**src/design/mbc_pkg.sv**
```systemverilog
// Package: register map, reset values and timing constants for mbc block
package mbc_pkg;
  // Register offsets
  localparam logic [7:0] MBC_MODE_OFS = 8'h1F; // Mode and output select
  localparam logic [7:0] MBC_WDOG_OFS = 8'h20; // Control channel watchdog
  localparam logic [7:0] MBC_I2C_OFS = 8'h21; // I2C forwarding control
  // Field positions in mode_and_output_select
  localparam int MBC_OVR_OUT_BIT = 7; // Output control override
  localparam int MBC_OUT_EN_BIT = 6; // Output enable setting
  localparam int MBC_OSS_BIT = 5; // Output sleep state setting
  localparam int MBC_OVR_MODE_BIT = 4; // Mode override
  localparam int MBC_PIN12_BIT = 3; // Pin status, 12-bit HF
  localparam int MBC_PIN10_BIT = 2; // Pin status, 10-bit
  localparam int MBC_MODE12_BIT = 1; // 12-bit high frequency mode
  localparam int MBC_MODE10_BIT = 0; // 10-bit mode
  // Field positions in watchdog and I2C registers
  localparam int MBC_WDOG_TO_MSB = 7; // Timeout field top
  localparam int MBC_WDOG_TO_LSB = 1; // Timeout field bottom
  localparam int MBC_WDOG_DIS_BIT = 0; // Watchdog disable
  localparam int MBC_PASS_ALL_BIT = 7; // Pass-through all
  localparam int MBC_HOLD_MSB = 6; // SDA hold field top
  localparam int MBC_HOLD_LSB = 4; // SDA hold field bottom
  localparam int MBC_FILT_MSB = 3; // Filter depth top
  localparam int MBC_FILT_LSB = 0; // Filter depth bottom
  // Reset values
  localparam logic [7:0] MBC_MODE_RST = 8'h00; // Mode register
  localparam logic [6:0] MBC_WDOG_TO_RST = 7'h7F; // Timeout all ones
  localparam logic MBC_WDOG_DIS_RST = 1'h0; // Watchdog on
  localparam logic MBC_PASS_ALL_RST = 1'h0; // Matching only
  localparam logic [2:0] MBC_HOLD_RST = 3'h1; // 50 ns hold
  localparam logic [3:0] MBC_FILT_RST = 4'h7; // 70 ns filter
  // Timing
  localparam int MBC_CLK_PERIOD_NS = 40; // 25 MHz clock
  localparam int MBC_WDOG_UNIT_NS = 2000000; // 2 ms per step
  localparam int MBC_WDOG_UNIT_CYCLES = MBC_WDOG_UNIT_NS / MBC_CLK_PERIOD_NS;
  localparam int MBC_HOLD_UNIT_NS = 50; // Hold step
  localparam int MBC_FILT_UNIT_NS = 10; // Filter step
  localparam int MBC_WDOG_CNT_W = 16; // Unit counter width
endpackage

```
**src/design/mbc_glitch_filter.sv**
```systemverilog
// Glitch filter: passes a level only once it outlasts a programmed width
`timescale 1ns/100ps
module mbc_glitch_filter (
  input wire logic ref_clk, // 25 MHz clock
  input wire logic rst, // Synchronous reset, active high
  input wire logic din, // Synchronised input level
  input wire logic [2:0] limit, // Cycles a pulse must exceed
  output logic dout // Filtered level
);
  logic [2:0] cnt; // Cycles the input has differed
  logic [2:0] next_cnt;
  logic next_dout;

  // Count how long input differs; adopt it after limit cycles
  always_comb begin
    next_cnt = 3'h0;
    next_dout = dout;
    if (din != dout) begin
      if (cnt >= limit) begin
        next_dout = din;
      end else begin
        next_cnt = cnt + 3'h1;
      end
    end
  end

  // Register state; idle high like an I2C line
  always_ff @(posedge ref_clk) begin
    if (rst) begin
      cnt <= 3'h0;
      dout <= 1'h1;
    end else begin
      cnt <= next_cnt;
      dout <= next_dout;
    end
  end
endmodule

```
**src/design/mbc_config_regs.sv**
```systemverilog
// Mode, output override, watchdog and I2C forwarding configuration
// Overview of operation
// RQ1 - Override bit 7 selects register over pins
// RQ2 - Bit 6 gives overridden output enable
// RQ3 - Bit 5 gives overridden sleep state
// RQ4 - Mode override ignores forward channel mode bits
// RQ5 - Bits 3:2 show sampled mode pin, read-only
// RQ6 - Bit 1 selects 12-bit HF, auto-updated
// RQ7 - Both mode bits zero means 12-bit LF
// RQ8 - Bit 0 enables 10-bit mode, auto-updated
// RQ9 - Watchdog ends transactions after field times 2ms
// RQ10 - Software must not program timeout zero
// RQ11 - Disable bit stops the watchdog
// RQ12 - Pass-all forwards foreign addresses, remapped
// RQ13 - Otherwise forward only matching remote addresses
// RQ14 - SDA hold equals field times 50ns
// RQ15 - Reject glitches up to field times 10ns
`timescale 1ns/100ps
module mbc_config_regs #(
  parameter int WDOG_UNIT_CYCLES = mbc_pkg::MBC_WDOG_UNIT_CYCLES // 2 ms
) (
  input wire logic ref_clk, // 25 MHz clock
  input wire logic rst, // Synchronous reset, active high
  input wire logic reg_wr, // Register write strobe
  input wire logic [7:0] reg_addr, // Register offset
  input wire logic [7:0] reg_wdata, // Write data
  output logic [7:0] reg_rdata, // Read data, one cycle after address
  input wire logic output_enable_pin, // Output enable pin
  input wire logic oss_pin, // Output sleep state pin
  input wire logic mode_pin_12hf, // Mode pin decodes 12-bit HF
  input wire logic mode_pin_10, // Mode pin decodes 10-bit
  input wire logic fwd_mode_valid, // Forward channel mode update
  input wire logic fwd_mode_12hf, // Forward channel 12-bit HF
  input wire logic fwd_mode_10, // Forward channel 10-bit
  output logic output_enable, // Effective output enable
  output logic output_sleep_state, // Effective sleep state select
  output logic mode_12hf, // 12-bit high frequency active
  output logic mode_10, // 10-bit active
  input wire logic ctrl_chan_busy, // Control channel busy
  output logic ctrl_chan_abort, // One-cycle abort pulse
  input wire logic i2c_addr_valid, // Incoming I2C address pulse
  input wire logic [6:0] i2c_addr, // Incoming I2C address
  input wire logic [6:0] own_id, // Own I2C address
  input wire logic [6:0] remote_serializer_target, // Target at 0x06
  input wire logic [6:0] remote_alias_id, // Configured remote address
  output logic fwd_req, // Forward access pulse
  output logic [6:0] fwd_addr, // Address sent over the channel
  input wire logic scl_pin, // Raw SCL level
  input wire logic sda_pin, // Raw SDA level
  output logic scl_clean, // Filtered SCL
  output logic sda_clean // Filtered and held SDA
);
  import mbc_pkg::*;

  logic [7:0] mode_reg; // mode_and_output_select, bits 3:2 unused
  logic [7:0] next_mode_reg;
  logic [6:0] wdog_to; // Timeout in 2 ms steps
  logic wdog_dis; // Watchdog disable
  logic [7:0] i2c_reg; // i2c_forwarding_control
  logic [7:0] next_i2c_reg;
  logic [6:0] next_wdog_to;
  logic next_wdog_dis;
  logic [5:0] meta, sync, sync_d; // Pin synchronisers and history
  logic [MBC_WDOG_CNT_W-1:0] unit_cnt, next_unit_cnt; // Cycles in step
  logic [6:0] step_cnt, next_step_cnt; // Elapsed 2 ms steps
  logic next_abort;
  logic next_out_en, next_oss, next_fwd_req;
  logic [6:0] next_fwd_addr;
  logic [7:0] next_rdata;
  logic scl_filt, sda_filt, scl_filt_d; // Filter outputs
  logic [3:0] hold_cnt, next_hold_cnt; // Cycles since SCL fell
  logic next_sda_clean;
  logic [3:0] hold_cycles; // Hold time in clock cycles
  logic [2:0] filt_cycles; // Filter width in clock cycles

  // Two flops on every pin: enable, sleep, mode12, mode10, scl, sda
  always_ff @(posedge ref_clk) begin
    if (rst) begin
      meta <= 6'h03;
      sync <= 6'h03;
      sync_d <= 6'h03;
    end else begin
      meta <= {output_enable_pin, oss_pin, mode_pin_12hf, mode_pin_10,
        scl_pin, sda_pin};
      sync <= meta;
      sync_d <= sync;
    end
  end

  // Register writes and hardware mode updates
  always_comb begin
    next_mode_reg = mode_reg;
    next_wdog_to = wdog_to;
    next_wdog_dis = wdog_dis;
    next_i2c_reg = i2c_reg;
    if (reg_wr && reg_addr == MBC_MODE_OFS) begin
      next_mode_reg = reg_wdata & 8'hF3; // RQ5
    end else if (!mode_reg[MBC_OVR_MODE_BIT]) begin
      // Pin change reloads mode; forward channel wins if same cycle
      if (sync[3:2] != sync_d[3:2]) begin
        next_mode_reg[1:0] = sync[3:2]; // RQ6 RQ8
      end
      if (fwd_mode_valid) begin
        next_mode_reg[1:0] = {fwd_mode_12hf, fwd_mode_10}; // RQ4
      end
    end
    if (reg_wr && reg_addr == MBC_WDOG_OFS) begin
      next_wdog_to = reg_wdata[MBC_WDOG_TO_MSB:MBC_WDOG_TO_LSB];
      next_wdog_dis = reg_wdata[MBC_WDOG_DIS_BIT];
    end
    if (reg_wr && reg_addr == MBC_I2C_OFS) begin
      next_i2c_reg = reg_wdata;
    end
  end

  // Configuration registers
  always_ff @(posedge ref_clk) begin
    if (rst) begin
      mode_reg <= MBC_MODE_RST;
      wdog_to <= MBC_WDOG_TO_RST;
      wdog_dis <= MBC_WDOG_DIS_RST;
      i2c_reg <= {MBC_PASS_ALL_RST, MBC_HOLD_RST, MBC_FILT_RST};
    end else begin
      mode_reg <= next_mode_reg;
      wdog_to <= next_wdog_to;
      wdog_dis <= next_wdog_dis;
      i2c_reg <= next_i2c_reg;
    end
  end

  // Effective output enable and sleep state selections, plus read mux
  always_comb begin
    if (mode_reg[MBC_OVR_OUT_BIT]) begin
      next_out_en = mode_reg[MBC_OUT_EN_BIT]; // RQ1 RQ2
      next_oss = mode_reg[MBC_OSS_BIT]; // RQ3
    end else begin
      next_out_en = sync[5]; // RQ1
      next_oss = sync[4];
    end
    case (reg_addr)
      MBC_MODE_OFS: next_rdata = {mode_reg[7:4], sync[3:2],
        mode_reg[1:0]}; // RQ5
      MBC_WDOG_OFS: next_rdata = {wdog_to, wdog_dis};
      MBC_I2C_OFS: next_rdata = i2c_reg;
      default: next_rdata = 8'h00; // Unmapped reads zero
    endcase
  end

  // Watchdog: count 2 ms steps while a transaction is open
  always_comb begin
    next_unit_cnt = '0;
    next_step_cnt = 7'h00;
    next_abort = 1'h0;
    if (ctrl_chan_busy && !wdog_dis && !ctrl_chan_abort) begin // RQ11
      if (unit_cnt == MBC_WDOG_CNT_W'(WDOG_UNIT_CYCLES - 1)) begin
        next_step_cnt = step_cnt + 7'h01;
        if (next_step_cnt == wdog_to && wdog_to != 7'h00) begin // RQ10
          next_abort = 1'h1; // RQ9
          next_step_cnt = 7'h00;
        end
      end else begin
        next_unit_cnt = unit_cnt + 1'b1;
        next_step_cnt = step_cnt;
      end
    end
  end

  // Pass-through decision on each incoming address
  always_comb begin
    next_fwd_req = 1'h0;
    next_fwd_addr = fwd_addr;
    if (i2c_addr_valid) begin
      if (i2c_reg[MBC_PASS_ALL_BIT]) begin
        if (i2c_addr != own_id) begin
          next_fwd_req = 1'h1; // RQ12
          next_fwd_addr = remote_serializer_target;
        end
      end else if (i2c_addr == remote_serializer_target ||
        i2c_addr == remote_alias_id) begin
        next_fwd_req = 1'h1; // RQ13
        next_fwd_addr = i2c_addr;
      end
    end
  end

  // Convert hold and filter fields to cycles, rounding up
  always_comb begin
    hold_cycles = 4'((32'(i2c_reg[MBC_HOLD_MSB:MBC_HOLD_LSB]) *
      MBC_HOLD_UNIT_NS + MBC_CLK_PERIOD_NS - 1) / MBC_CLK_PERIOD_NS); // RQ14
    filt_cycles = 3'((32'(i2c_reg[MBC_FILT_MSB:MBC_FILT_LSB]) *
      MBC_FILT_UNIT_NS + MBC_CLK_PERIOD_NS - 1) / MBC_CLK_PERIOD_NS); // RQ15
  end

  // Glitch filters on SCL and SDA
  mbc_glitch_filter u_scl_filt (
    .ref_clk(ref_clk),
    .rst(rst),
    .din(sync[1]),
    .limit(filt_cycles), // RQ15
    .dout(scl_filt)
  );
  mbc_glitch_filter u_sda_filt (
    .ref_clk(ref_clk),
    .rst(rst),
    .din(sync[0]),
    .limit(filt_cycles),
    .dout(sda_filt)
  );

  // SDA may change only once the hold time after SCL falling has passed
  always_comb begin
    next_hold_cnt = hold_cnt;
    if (scl_filt_d && !scl_filt) begin
      next_hold_cnt = 4'h0;
    end else if (hold_cnt != 4'hF) begin
      next_hold_cnt = hold_cnt + 4'h1;
    end
    next_sda_clean = sda_clean;
    // Block the update in the very cycle SCL falls, before hold_cnt restarts
    if (hold_cnt >= hold_cycles && !(scl_filt_d && !scl_filt)) begin
      next_sda_clean = sda_filt; // RQ14
    end
  end

  // Output and status registers
  always_ff @(posedge ref_clk) begin
    if (rst) begin
      unit_cnt <= '0;
      step_cnt <= 7'h00;
      ctrl_chan_abort <= 1'h0;
      output_enable <= 1'h0;
      output_sleep_state <= 1'h0;
      mode_12hf <= 1'h0;
      mode_10 <= 1'h0;
      fwd_req <= 1'h0;
      fwd_addr <= 7'h00;
      reg_rdata <= 8'h00;
      scl_filt_d <= 1'h1;
      hold_cnt <= 4'hF;
      scl_clean <= 1'h1;
      sda_clean <= 1'h1;
    end else begin
      unit_cnt <= next_unit_cnt;
      step_cnt <= next_step_cnt;
      ctrl_chan_abort <= next_abort;
      output_enable <= next_out_en;
      output_sleep_state <= next_oss;
      mode_12hf <= mode_reg[MBC_MODE12_BIT]; // RQ7
      mode_10 <= mode_reg[MBC_MODE10_BIT];
      fwd_req <= next_fwd_req;
      fwd_addr <= next_fwd_addr;
      reg_rdata <= next_rdata;
      scl_filt_d <= scl_filt;
      hold_cnt <= next_hold_cnt;
      scl_clean <= scl_filt;
      sda_clean <= next_sda_clean;
    end
  end
endmodule

```
**config.mk**
```make
export PLATFORM = sky130hd
export DESIGN_NAME = mbc_config_regs
export DESIGN_NICKNAME = d
export VERILOG_FILES = /design/src/design/mbc_pkg.sv /design/src/design/mbc_glitch_filter.sv /design/src/design/mbc_config_regs.sv
export SDC_FILE = /design/constraint.sdc
export NUM_CORES = 1
export LEC_CHECK = 0
export BUFFER_PORTS_ARGS = -buffer_cell sky130_fd_sc_hd__buf_2
export CAP_MARGIN = 20
export CORE_ASPECT_RATIO = 0.8
export CORE_MARGIN = 8
export CORE_UTILIZATION = 54
export DETAILED_ROUTE_END_ITERATION = 8
export PLACE_DENSITY = 0.76
export SLEW_MARGIN = 0
export SYNTH_ARGS = -nofsm -noshare
export SYNTH_HDL_FRONTEND = slang
export SYNTH_SLANG_ARGS = --single-unit
```
**constraint.sdc**
```tcl
create_clock -name ref_clk -period 6.9 [get_ports ref_clk]
set_input_delay 1.035 -clock ref_clk [delete_from_list [all_inputs] [get_ports ref_clk]]
set_output_delay 1.035 -clock ref_clk [all_outputs]
set_load 0.05 [all_outputs]
```
==> results of run 1 <==
==> cells in the final DEF (no fill, tap or decap), drive strengths merged, types with 3 or more instances in the layout <==
| cell type | netlist | routed |
|---|---|---|
| dfxtp | 94 | 94 |
| buf | 9 | 82 |
| nand2 | 67 | 67 |
| nor2 | 63 | 63 |
| xnor2 | 42 | 42 |
| ha | 32 | 32 |
| inv | 25 | 28 |
| a21oi | 26 | 26 |
| o21ai | 25 | 25 |
| xor2 | 24 | 24 |
| nand3 | 23 | 23 |
| nor2b | 18 | 18 |
| nand3b | 14 | 14 |
| mux2i | 14 | 14 |
| a211oi | 13 | 13 |
| nor3 | 11 | 11 |
| mux2 | 11 | 11 |
| nand4 | 10 | 10 |
| clkbuf | 15 | 10 |
| and3 | 9 | 9 |
| nand2b | 9 | 9 |
| a22oi | 8 | 8 |
| a21o | 8 | 8 |
| or2 | 7 | 7 |
| a211o | 6 | 6 |
| or3 | 5 | 5 |
| a31oi | 5 | 5 |
| o211ai | 5 | 5 |
| o21bai | 5 | 5 |
| and2 | 4 | 4 |
| o21a | 4 | 4 |
| nor4 | 4 | 4 |
| o22ai | 3 | 3 |
| a311oi | 3 | 3 |
| nor4b | 3 | 3 |
| a221oi | 3 | 3 |
==> area by class of cell <==
class,instances,area (µm²)
Timing Repair Buffer,82,415
Clock buffer,10,229
Multi-Input combinational cell,512,3570
Clock inverter,5,67.6
Sequential cell,94,1880
Fill cell,902,3810
Tap cell,140,175
Inverter,25,93.8
==> power groups by stage <==
stage	Clock (mW)	Combinational [mW]	Sequential [mW]
after global routing	0.532	0.182	0.586
after floorplan	0	0.103	0.602
final	0.501	0.161	0.582
after global placement	0	0.154	0.593
after CTS	0.509	0.162	0.582
after detailed placement	0	0.161	0.594
==> critical path, cell delays in order (launching register included) <==
cell	delay (ns)
dfxtp_1	0.42
ha_1	0.27
ha_1	0.22
fa_1	0.54
a21oi_1	0.08
nor4b_2	0.70
ha_1	0.35
nor2b_1	0.24
o21ai_0	0.21
xor2_1	0.20
a221oi_1	0.31
a21o_1	0.18
ha_1	0.22
nand2b_1	0.14
a21o_1	0.17
a21o_1	0.19
or3_1	0.38
nor2_1	0.13
==> layer usage <==
metal | up-vias | global-route usage
li1 | 2448 | -
met1 | 2300 | 0.243
met2 | 134 | 0.307
met3 | 22 | 0.0475
met4 | 0 | 0.0589
met5 | - | 0
==> worst max path at each step <==
stage,startpoint,endpoint,slack (ns),cells after the start
after floorplan,i2c_reg[3],u_scl_filt.cnt[2],2.32,20
after global placement,i2c_reg[3],u_sda_filt.cnt[2],2.08,17
after detailed placement,i2c_reg[3],u_scl_filt.cnt[2],1.88,17
after CTS,i2c_reg[3],u_scl_filt.cnt[2],1.84,17
after global routing,i2c_reg[3],u_scl_filt.cnt[2],1.49,17
final,i2c_reg[3],u_scl_filt.cnt[2],1.85,17
==> logic make-up (layout without fill, tap and decap cells) <==
family / count (synthesis) / in the layout / synth area share
AO/OA/AOI/OAI: 132 / 132 / 0.170
XOR/XNOR: 68 / 68 / 0.114
adder cells (fa/ha/maj): 33 / 33 / 0.0743
buffers and inverters: 49 / 122 / 0.0378
flip-flops: 94 / 94 / 0.333
multiplexers: 25 / 25 / 0.0467
AND/OR/NAND/NOR: 254 / 254 / 0.224
==> through the flow <==
| stage | area [µm²] | instances | hold WS, ns |
|---|---|---|---|
| 2_1_floorplan | 5660 | 655 | 0.389 |
| 3_3_place_gp | 6130 | 853 | 0.391 |
| 3_5_place_dp | 6130 | 853 | 0.398 |
| 4_1_cts | 6430 | 868 | 0.408 |
| 5_1_grt | 6430 | 868 | 0.435 |
| 6_report | 6430 | 868 | 0.409 |
==> Implementation_results.wiki, run 1 <==
{| class="wikitable"
! Metric !! Value
|-
| Max FFs per register || 16
|-
| Routed wire per std cell || 14.8 µm
|-
| Number of flops mapped to enable cells by yosys || 0
|-
| CP required || 7.17 ns
|-
| Post-CTS clock slew at the launch and capture registers of the worst setup and hold paths || 0.07 ns
|-
| Critical R2R Capture || u_scl_filt.cnt[2]
|-
| Post-placement worst setup slack || 1.88 ns
|-
| H-Tree Depth || 3
|-
| Overall global routing resource usage || 0.190
|-
| Die width || 130 µm
|-
| Layout cell share with drive strength beyond 1 || 0.180
|-
| Leakage power || 2.65 nW
|-
| Worst Tran Pin Value || 1.03 ns
|-
| Die height || approximately 110 µm
|-
| Total Die Area || 14000 µm²
|-
| Number of antenna violations at the first check in global routing || 0
|-
| Setup repair bufs after CTS || 0
|-
| Clock power frac || 0.402
|-
| Status || completed
|-
| Category of the most critical setup path || reg2reg
|-
| Hold Path Stages || 1
|-
| Post-detail-place hpwl || 9.64 mm
|-
| Most used DFF post-synth || dfxtp_1
|-
| Class of the worst hold path || reg2reg
|-
| Number of global-route vias before repair || around 4700
|-
| Pin count of the biggest net entering global routing || between 60 and 70
|-
| Highest Signal Layer || met4
|-
| Router iterations before antenna repair || 5
|-
| Cell at the root of the clock tree || clkbuf_16
|-
| Peak supply drop || approximately 0.00017 V
|-
| Most common cell in the synthesized netlist || dfxtp_1
|-
| Proportion of power drawn by flip-flops and latches || 0.468
|-
| Final period utilization || 0.731
|-
| Count of cells along the worst register-to-register path || 17
|-
| P_sw || between 0.3 and 0.4 mW
|-
| Num CTS Buffers || 9
|-
| Amount of wire on met3 after detailed routing || ~670 µm
|-
| Weighted congestion at the end of routability-driven global placement || 0.876
|-
| Internal || 0.924 mW
|-
| Count of input and output buffers || 80
|-
| Main area contributors after synthesis || dfxtp_1 33%, ha_1 7.1%, xnor2_1 6.2%
|-
| Critical path data arrival time || approximately 5.3 ns
|-
| Iteration-0 DRC Markers || ~380
|-
| Number of nets in the final layout || approximately 820
|-
| Setup slack on the worst flop-to-flop path || approximately 1.9 ns
|-
| DRC violations left || 0
|-
| Top Ports || 81
|-
| Count of pins over their slew limit || 0
|-
| First-pass GRT wire length || approximately 22 mm
|-
| Worst-case clock skew || 0.00695 ns
|-
| Mapped Avg Cell Area || 8.64 µm²
|-
| Setup-violating endpoint count in the final report || 0
|-
| Biggest area consumer among synthesized cells || dfxtp_1
|-
| Std-Cell Rows || 33
|-
| Number of different library cells in the post-synthesis netlist || just over 70
|-
| Routed length on met1 || 6.00 mm
|-
| Origin of the critical flop-to-flop path || i2c_reg[3]
|-
| Setup repair after global routing missed its margin || false
|-
| Remaining global-route overflow || 0
|-
| Floorplan core area || 10200 µm²
|-
| Inserted Diodes || 0
|-
| Tightest slew margin relative to the limit || 0.315
|-
| Worst Setup End Kind || flip-flop
|-
| Area share of the leading cell type in the synthesized netlist || 0.333
|-
| Detailed Route WL || 12.9 mm
|-
| Clock latency of the later-clocked register in the worst-skew pair || 0.34 ns
|-
| Highest achievable clock rate || 198 MHz
|-
| Clock Sink Count || 94
|-
| Post-route antenna net violation count || 0
|-
| Buffer levels on the longest clock path || 2
|-
| Aggregate negative setup slack || 0 ns
|-
| Via-per-instance ratio || about 5.6
|-
| Clock tree from TritonCTS || built
|-
| Core occupancy in the finished layout || 0.628
|-
| Launching element type of the critical path || flip-flop
|-
| Comb pwr share || 0.130
|-
| Mapped cell area || 5660 µm²
|-
| Count of instances resized after the clock tree is built || 0
|-
| Part of the Yosys area used for sequential elements || 0.333
|-
| Routed vias || 4904
|-
| Routed wire length on met2 || approximately 6 mm
|-
| Area growth from synthesis to final layout || 13.7%
|-
| Async S/R FF share, synth || 0
|-
| PD cells || between 150 and 200 nW/µm²
|-
| Leading cell types by count after synthesis || 94 x dfxtp_1, 67 x nand2_1, 63 x nor2_1
|-
| Worst Hold End || sync[0]
|-
| Maximum fanout count along the critical path || 10
|-
| Hold-fix buffers at CTS || 0
|-
| Synthesis-stage register bit count || 94
|-
| Total of max-cap violations || 0
|-
| Post-route minimum period || 5.05 ns
|-
| Final critical-path setup slack || ~1.9 ns
|-
| Initial Util || 0.553
|-
| Startpoint of the lowest-slack hold path || meta[0]
|-
| Yosys warnings || 0
|-
| Total chip power || 1.24 mW
|-
| Net switching share of the total power || 0.257
|-
| Number of cells produced by synthesis || 655
|-
| Count of endpoints failing hold in the final timing report || 0
|-
| Mapped Nets || 746
|}
(Power assumes the default switching activity.)
==> run 2, diff against run 1 <==
--- a/config.mk
+++ b/config.mk
@@ -5,6 +5,7 @@
 export SDC_FILE = /design/constraint.sdc
 export NUM_CORES = 1
 export LEC_CHECK = 0
+export ABC_AREA = 1
 export BUFFER_PORTS_ARGS = -buffer_cell sky130_fd_sc_hd__buf_2
 export CAP_MARGIN = 20
 export CORE_ASPECT_RATIO = 0.8
==> constraint.sdc (replaced) <==
create_clock -name ref_clk -period 4.9 [get_ports ref_clk]
set_input_delay 0.735 -clock ref_clk [delete_from_list [all_inputs] [get_ports ref_clk]]
set_output_delay 0.735 -clock ref_clk [all_outputs]
set_load 0.05 [all_outputs]
==> Implementation_results.wiki, run 2 <==
{| class="wikitable"
! Metric !! Value
|-
| Final critical-path setup slack || 0.353 ns
|-
| Async S/R FF share, synth || 0
|-
| Mapped Avg Cell Area || 7.15 µm²
|-
| Count of input and output buffers || 80
|-
| Worst Setup End Kind || flip-flop
|-
| Worst Tran Pin Value || 0.776 ns
|-
| Layout cell share with drive strength beyond 1 || 0.160
|-
| Maximum fanout count along the critical path || 6
|-
| Category of the most critical setup path || reg2reg
|-
| Yosys warnings || 0
|-
| Placed insts || 979
|-
| Count of pins over their slew limit || 0
|-
| Setup repair bufs after CTS || 0
|-
| Leakage power || about 3.1 nW
|-
| Routed vias || approximately 5300
|-
| Clock Sink Count || 94
|-
| Total Die Area || 13700 µm²
|-
| Part of the Yosys area used for sequential elements || 0.341
|-
| Launching element type of the critical path || flip-flop
|-
| Count of instances resized after the clock tree is built || 0
|-
| Critical path data arrival time || 4.78 ns
|-
| Buffer levels on the longest clock path || 2
|-
| Post-route antenna net violation count || 0
|-
| Highest achievable clock rate || between 200 and 250 MHz
|-
| Fill cells || just under 900
|-
| Number of nets in the final layout || 943
|-
| Proportion of power drawn by flip-flops and latches || 0.451
|-
| Class of the worst hold path || reg2reg
|-
| Count of cells along the worst register-to-register path || 26
|-
| Via-per-instance ratio || between 5 and 6
|-
| Top Ports || 81
|-
| Count of endpoints failing hold in the final timing report || 0
|-
| Sequential cell area || 1880 µm²
|-
| Num CTS Buffers || 9
|-
| Family with the most delay on the worst path || adder cells
|-
| Final Cell Area || 6420 µm²
|-
| Crit-path slowest cell || fa_1
|-
| Post-CTS clock slew at the launch and capture registers of the worst setup and hold paths || 0.06 ns
|-
| Post-route minimum period || 4.55 ns
|-
| Area growth from synthesis to final layout || 16.3%
|-
| Area of the multi-input gates || 3150 µm²
|-
| Clock tree from TritonCTS || built
|-
| Origin of the critical flop-to-flop path || i2c_reg[3]
|-
| Hold Path Stages || 2
|-
| P_sw || 0.472 mW
|-
| Most common cell in the synthesized netlist || nand2_1
|-
| Post-detail-place hpwl || between 10 and 15 mm
|-
| Hold-fix buffers at CTS || 0
|-
| Weighted congestion at the end of routability-driven global placement || 0.877
|-
| Highest cell delay on the worst timing path || between 0.4 and 0.5 ns
|-
| Total of max-cap violations || 0
|-
| Final period utilization || 0.928
|-
| Biggest area consumer among synthesized cells || dfxtp_1
|-
| Std-Cell Rows || 33
|-
| Router iterations before antenna repair || 6
|-
| Cell at the root of the clock tree || clkbuf_16
|-
| Number of cells produced by synthesis || 772
|-
| Floorplan core area || roughly 10000 µm²
|-
| Overall global routing resource usage || 0.197
|-
| Clock power frac || 0.415
|-
| Number of antenna violations at the first check in global routing || 0
|-
| Pin count of the biggest net entering global routing || 44
|-
| Setup slack on the worst flop-to-flop path || 0.35 ns
|-
| Layout Cells excl Fill || roughly 1000
|-
| Area share of the leading cell type in the synthesized netlist || 0.341
|-
| Internal || 1.34 mW
|-
| Number of flops mapped to enable cells by yosys || 0
|-
| Peak supply drop || 0.000199 V
|-
| Number of global-route vias before repair || ~5000
|-
| DRC violations left || 0
|-
| Tightest slew margin relative to the limit || 0.480
|-
| Clock latency of the later-clocked register in the worst-skew pair || approximately 0.35 ns
|-
| First-pass GRT wire length || 22.3 mm
|-
| Most frequent standard cell in the layout excluding fill and tap cells || nand2_1
|-
| Die height || 106 µm
|-
| Worst Hold End || sync[4]
|-
| Number of different library cells in the post-synthesis netlist || 46
|-
| Status || completed
|-
| Synthesis-stage register bit count || 94
|-
| Cell area after placement || 6040 µm²
|-
| Main area contributors after synthesis || dfxtp_1 34%, nand2_1 9.8%, inv_1 7.8%
|-
| Max FFs per register || 16
|-
| H-Tree Depth || 3
|-
| CP required || 5.13 ns
|-
| Most used DFF post-synth || dfxtp_1
|-
| Detailed Route WL || 13.5 mm
|-
| PD cells || around 280 nW/µm²
|-
| Top library cells by usage in the layout, fill and taps aside || 144 x nand2_1, 115 x inv_1, 93 x dfxtp_1
|-
| Buf+Inv Stages, Crit Path || 3
|-
| Leading cell types by count after synthesis || 144 x nand2_1, 115 x inv_1, 94 x dfxtp_1
|-
| Iteration-0 DRC Markers || 313
|-
| Worst-case clock skew || 0.00765 ns
|-
| Die width || 129 µm
|-
| Remaining global-route overflow || 0
|-
| Inserted Diodes || 0
|-
| Net switching share of the total power || 0.260
|-
| Post-placement worst setup slack || ~0.26 ns
|-
| Mapped cell area || 5520 µm²
|-
| Comb pwr share || 0.134
|-
| Startpoint of the lowest-slack hold path || meta[4]
|-
| Setup-violating endpoint count in the final report || 0
|-
| Routed wire per std cell || 13.6 µm
|-
| Mapped Nets || ~860
|-
| Initial Util || 0.546
|-
| Critical R2R Capture || u_scl_filt.dout
|}
## run 2: changes by cell type in the layout (fill, tap and decap cells not counted), sizes merged, moves of 18 or more
| cell | delta |
|---|---|
| inv | +93 |
| nand2 | +85 |
| nand3 | +30 |
| nor2 | +19 |
| nor2b | -18 |
| o21ai | +27 |
| xnor2 | -22 |
## run 2: cell type report
type	count	area share
multi-input cells	546	0.492
flip-flops and latches	94	0.293
inverters	119	0.0696
repair buffers	82	0.0684
clock buffers	9	0.0351
well taps	140	0.0273
clock inverters	6	0.0146
## run 2: logic make-up (layout without fill, tap and decap cells)
group | Yosys count | in the layout | synth area share
and+or+nand+nor | 334 | 334 | 0.278
adders and majority gates | 33 | 33 | 0.0762
buffers and inverters | 132 | 216 | 0.0911
AOI/OAI and AO/OA | 136 | 136 | 0.144
xor gates and xnor gates | 43 | 43 | 0.0696
DFF | 94 | 94 | 0.341
## run 2: worst reg2reg max path, stage by stage, from the launching register on
cell,delay [ns]
dfxtp_2,0.40
ha_1,0.26
ha_1,0.23
fa_1,0.41
xor2_2,0.21
nand2_1,0.09
xnor2_1,0.21
nand2_1,0.11
ha_1,0.28
o21ai_0,0.15
nand2_1,0.12
nor2_4,0.18
xor2_2,0.21
nor2_1,0.06
o21ai_1,0.16
nand2_1,0.07
o211ai_1,0.09
nand3_1,0.15
ha_1,0.32
nor2_1,0.10
inv_1,0.05
a21oi_1,0.12
inv_1,0.05
a21oi_1,0.16
inv_1,0.07
a21oi_1,0.11
o21ai_0,0.09
## run 2: worst max path at each step
| stage | from | to | slack [ns] | cells after the start |
|---|---|---|---|---|
| 2_1_floorplan | i2c_reg[3] | u_scl_filt.dout | 0.67 | 26 |
| 3_3_place_gp | i2c_reg[3] | u_scl_filt.dout | 0.46 | 26 |
| 3_5_place_dp | i2c_reg[3] | u_scl_filt.dout | 0.26 | 26 |
| 4_1_cts | i2c_reg[3] | u_scl_filt.dout | 0.22 | 26 |
| 5_1_grt | i2c_reg[3] | u_scl_filt.dout | -0.03 | 26 |
| 6_report | i2c_reg[3] | u_scl_filt.dout | 0.35 | 26 |
## run 2: stage by stage
stage                     hold WS [ns]   util  total power [mW]  TNS [ns]
final                            0.400  0.634              1.81         0
after global routing             0.427  0.634              1.89   -0.0281
after CTS                        0.401  0.628              1.82         0
after detailed placement         0.392  0.597              1.07         0
after global placement           0.390  0.597              1.06         0
after floorplan                  0.388      -             0.994         0
## run 2: power groups by stage
stage	combinational (mW)	sequential (mW)	clock, mW
detailed placement	0.236	0.834	0
CTS	0.238	0.817	0.765
finish	0.243	0.818	0.753
global route	0.273	0.821	0.792
floorplan	0.148	0.846	0
global placement	0.223	0.834	0
## run 2: metal layers
metal  share of wire  track usage
met5               0            0
met4          0.0071       0.0485
met3           0.062       0.0560
met2            0.44        0.304
met1            0.49        0.264
==> run 3, diff against run 2 <==
--- a/config.mk
+++ b/config.mk
@@ -13,6 +13,7 @@
 export CORE_UTILIZATION = 54
 export DETAILED_ROUTE_END_ITERATION = 8
 export PLACE_DENSITY = 0.76
+export RECOVER_POWER = 25
 export SLEW_MARGIN = 0
 export SYNTH_ARGS = -nofsm -noshare
 export SYNTH_HDL_FRONTEND = slang
==> Implementation_results.wiki, run 3 (synthesized netlist as in run 2, its figures left out) <==
{| class="wikitable"
! Metric !! Value
|-
| Highest cell delay on the worst timing path || 0.41 ns
|-
| Num CTS Buffers || 9
|-
| Placed insts || 979
|-
| Highest achievable clock rate || 220 MHz
|-
| Family with the most delay on the worst path || adder cells
|-
| Post-CTS clock slew at the launch and capture registers of the worst setup and hold paths || roughly 0.060 ns
|-
| Startpoint of the lowest-slack hold path || meta[4]
|-
| Worst-case clock skew || approximately 0.0078 ns
|-
| Layout cell share with drive strength beyond 1 || 0.152
|-
| Setup-violating endpoint count in the final report || 0
|-
| Count of endpoints failing hold in the final timing report || 0
|-
| Max FFs per register || 16
|-
| Worst hold-check slack || 0.400 ns
|-
| Buffer levels on the longest clock path || 2
|-
| Post-detail-place hpwl || 10.5 mm
|-
| Std-Cell Rows || 33
|-
| Clock Sink Count || 94
|-
| Final period utilization || 0.927
|-
| Maximum fanout count along the critical path || 6
|-
| PD cells || 283 nW/µm²
|-
| Layout Cells excl Fill || 996
|-
| Count of pins over their slew limit || 0
|-
| Worst Setup End Kind || flip-flop
|-
| Buf+Inv Stages, Crit Path || 3
|-
| Tightest slew margin relative to the limit || 0.483
|-
| Post-route minimum period || ~4.5 ns
|-
| Number of global-route vias before repair || 4901
|-
| Launching element type of the critical path || flip-flop
|-
| Top Ports || 81
|-
| Category of the most critical setup path || reg2reg
|-
| Pin count of the biggest net entering global routing || 44
|-
| Total of max-cap violations || 0
|-
| Iteration-0 DRC Markers || 313
|-
| Floorplan core area || slightly above 10000 µm²
|-
| Origin of the critical flop-to-flop path || i2c_reg[3]
|-
| Hold-fix buffers at CTS || 0
|-
| DRC violations left || 0
|-
| Number of antenna violations at the first check in global routing || 0
|-
| Routed wire per std cell || 13.6 µm
|-
| Area growth from synthesis to final layout || 16.1%
|-
| Remaining global-route overflow || 0
|-
| Post-route antenna net violation count || 0
|-
| Final Cell Area || 6410 µm²
|-
| Top library cells by usage in the layout, fill and taps aside || 144 x nand2_1, 115 x inv_1, 93 x dfxtp_1
|-
| Peak supply drop || ~0.00020 V
|-
| Aggregate negative setup slack || 0 ns
|-
| Status || completed
|-
| Most frequent standard cell in the layout excluding fill and tap cells || nand2_1
|-
| Die height || ~110 µm
|-
| Initial Util || 0.546
|-
| Count of input and output buffers || 80
|-
| Critical path data arrival time || between 4 and 5 ns
|-
| Setup slack on the worst flop-to-flop path || 0.36 ns
|-
| First-pass GRT wire length || 22.3 mm
|-
| Crit-path slowest cell || fa_1
|-
| Timing startpoint of the critical path || i2c_reg[3]
|-
| Count of cells along the worst register-to-register path || 26
|-
| Cell area after placement || approximately 6000 µm²
|-
| Number of nets in the final layout || 943
|-
| Capturing instance or port of the critical path || u_scl_filt.dout
|-
| Routed vias || 5271
|-
| Worst Tran Pin Value || 0.773 ns
|-
| Weighted congestion at the end of routability-driven global placement || 0.877
|-
| Detailed Route WL || 13.5 mm
|-
| Final critical-path setup slack || 0.359 ns
|-
| Cell at the root of the clock tree || clkbuf_16
|-
| Clock latency of the later-clocked register in the worst-skew pair || 0.35 ns
|-
| Critical R2R Capture || u_scl_filt.dout
|-
| Leakage power || 3.04 nW
|-
| H-Tree Depth || 3
|-
| Total Die Area || 13700 µm²
|-
| Die width || 129 µm
|-
| Post-placement worst setup slack || 0.262 ns
|-
| Inserted Diodes || 0
|-
| Overall global routing resource usage || 0.197
|-
| Logic depth of the worst setup path including buffers || 26
|-
| Class of the worst hold path || reg2reg
|-
| Via-per-instance ratio || between 5 and 6
|-
| Clock tree from TritonCTS || built
|-
| Router iterations before antenna repair || 6
|-
| Setup repair bufs after CTS || 0
|-
| CP required || 5.13 ns
|}
run 3: stage by stage:
stage / utilization / power [mW]
after floorplan: - / 0.994
after global placement: 0.597 / 1.06
after detailed placement: 0.597 / 1.07
after CTS: 0.628 / 1.82
after global routing: 0.634 / 1.89
final: 0.634 / 1.81
run 3: worst min-delay path by stage:
stage                          to  slack [ns]  cells past startpoint
final                     sync[4]        0.40                      2
after global routing      sync[5]        0.43                      2
after CTS                 sync[4]        0.40                      2
after detailed placement  sync[4]        0.39                      2
after global placement    sync[2]        0.39                      2
after floorplan           sync[2]        0.39                      2
run 3: cell type report:
cell class / instances / area (µm²)
clock buffers: 9 / 225
clock inverters: 6 / 93.8
fillers: 868 / 3710
inverters: 119 / 447
multi-input cells: 546 / 3150
flip-flops and latches: 94 / 1880
well taps: 140 / 175
repair buffers: 82 / 430
run 3: tightest hold or removal path, delay by kind of cell, from the launching register on:
kind / cells / cell delay (ns)
flops: 1 / 0.30
buf+inv: 1 / 0.04
simple gates: 1 / 0.03
run 3: routing by layer:
layer / wire [µm] / up-vias / GRT usage
met4: 106 / 0 / 0.0485
met1: 6650 / 2414 / 0.264
met3: 847 / 13 / 0.0560
met2: 5920 / 159 / 0.304
met5: 0 / - / 0
li1: - / 2685 / -
run 3: where the power goes:
| part | internal [mW] | leakage [nW] | switching, mW |
|---|---|---|---|
| Sequential | 0.795 | 0.764 | 0.0232 |
| Combinational | 0.0980 | 2.12 | 0.145 |
| Clock | 0.448 | 0.153 | 0.304 |
run 3: what timing repair did:
| item | 4_1_cts | 5_1_grt |
|---|---|---|
| endpoints found under the hold margin | 0 | 0 |
| resized for setup | 0 | 4 |
| setup endpoints to repair | 0 | 4 |
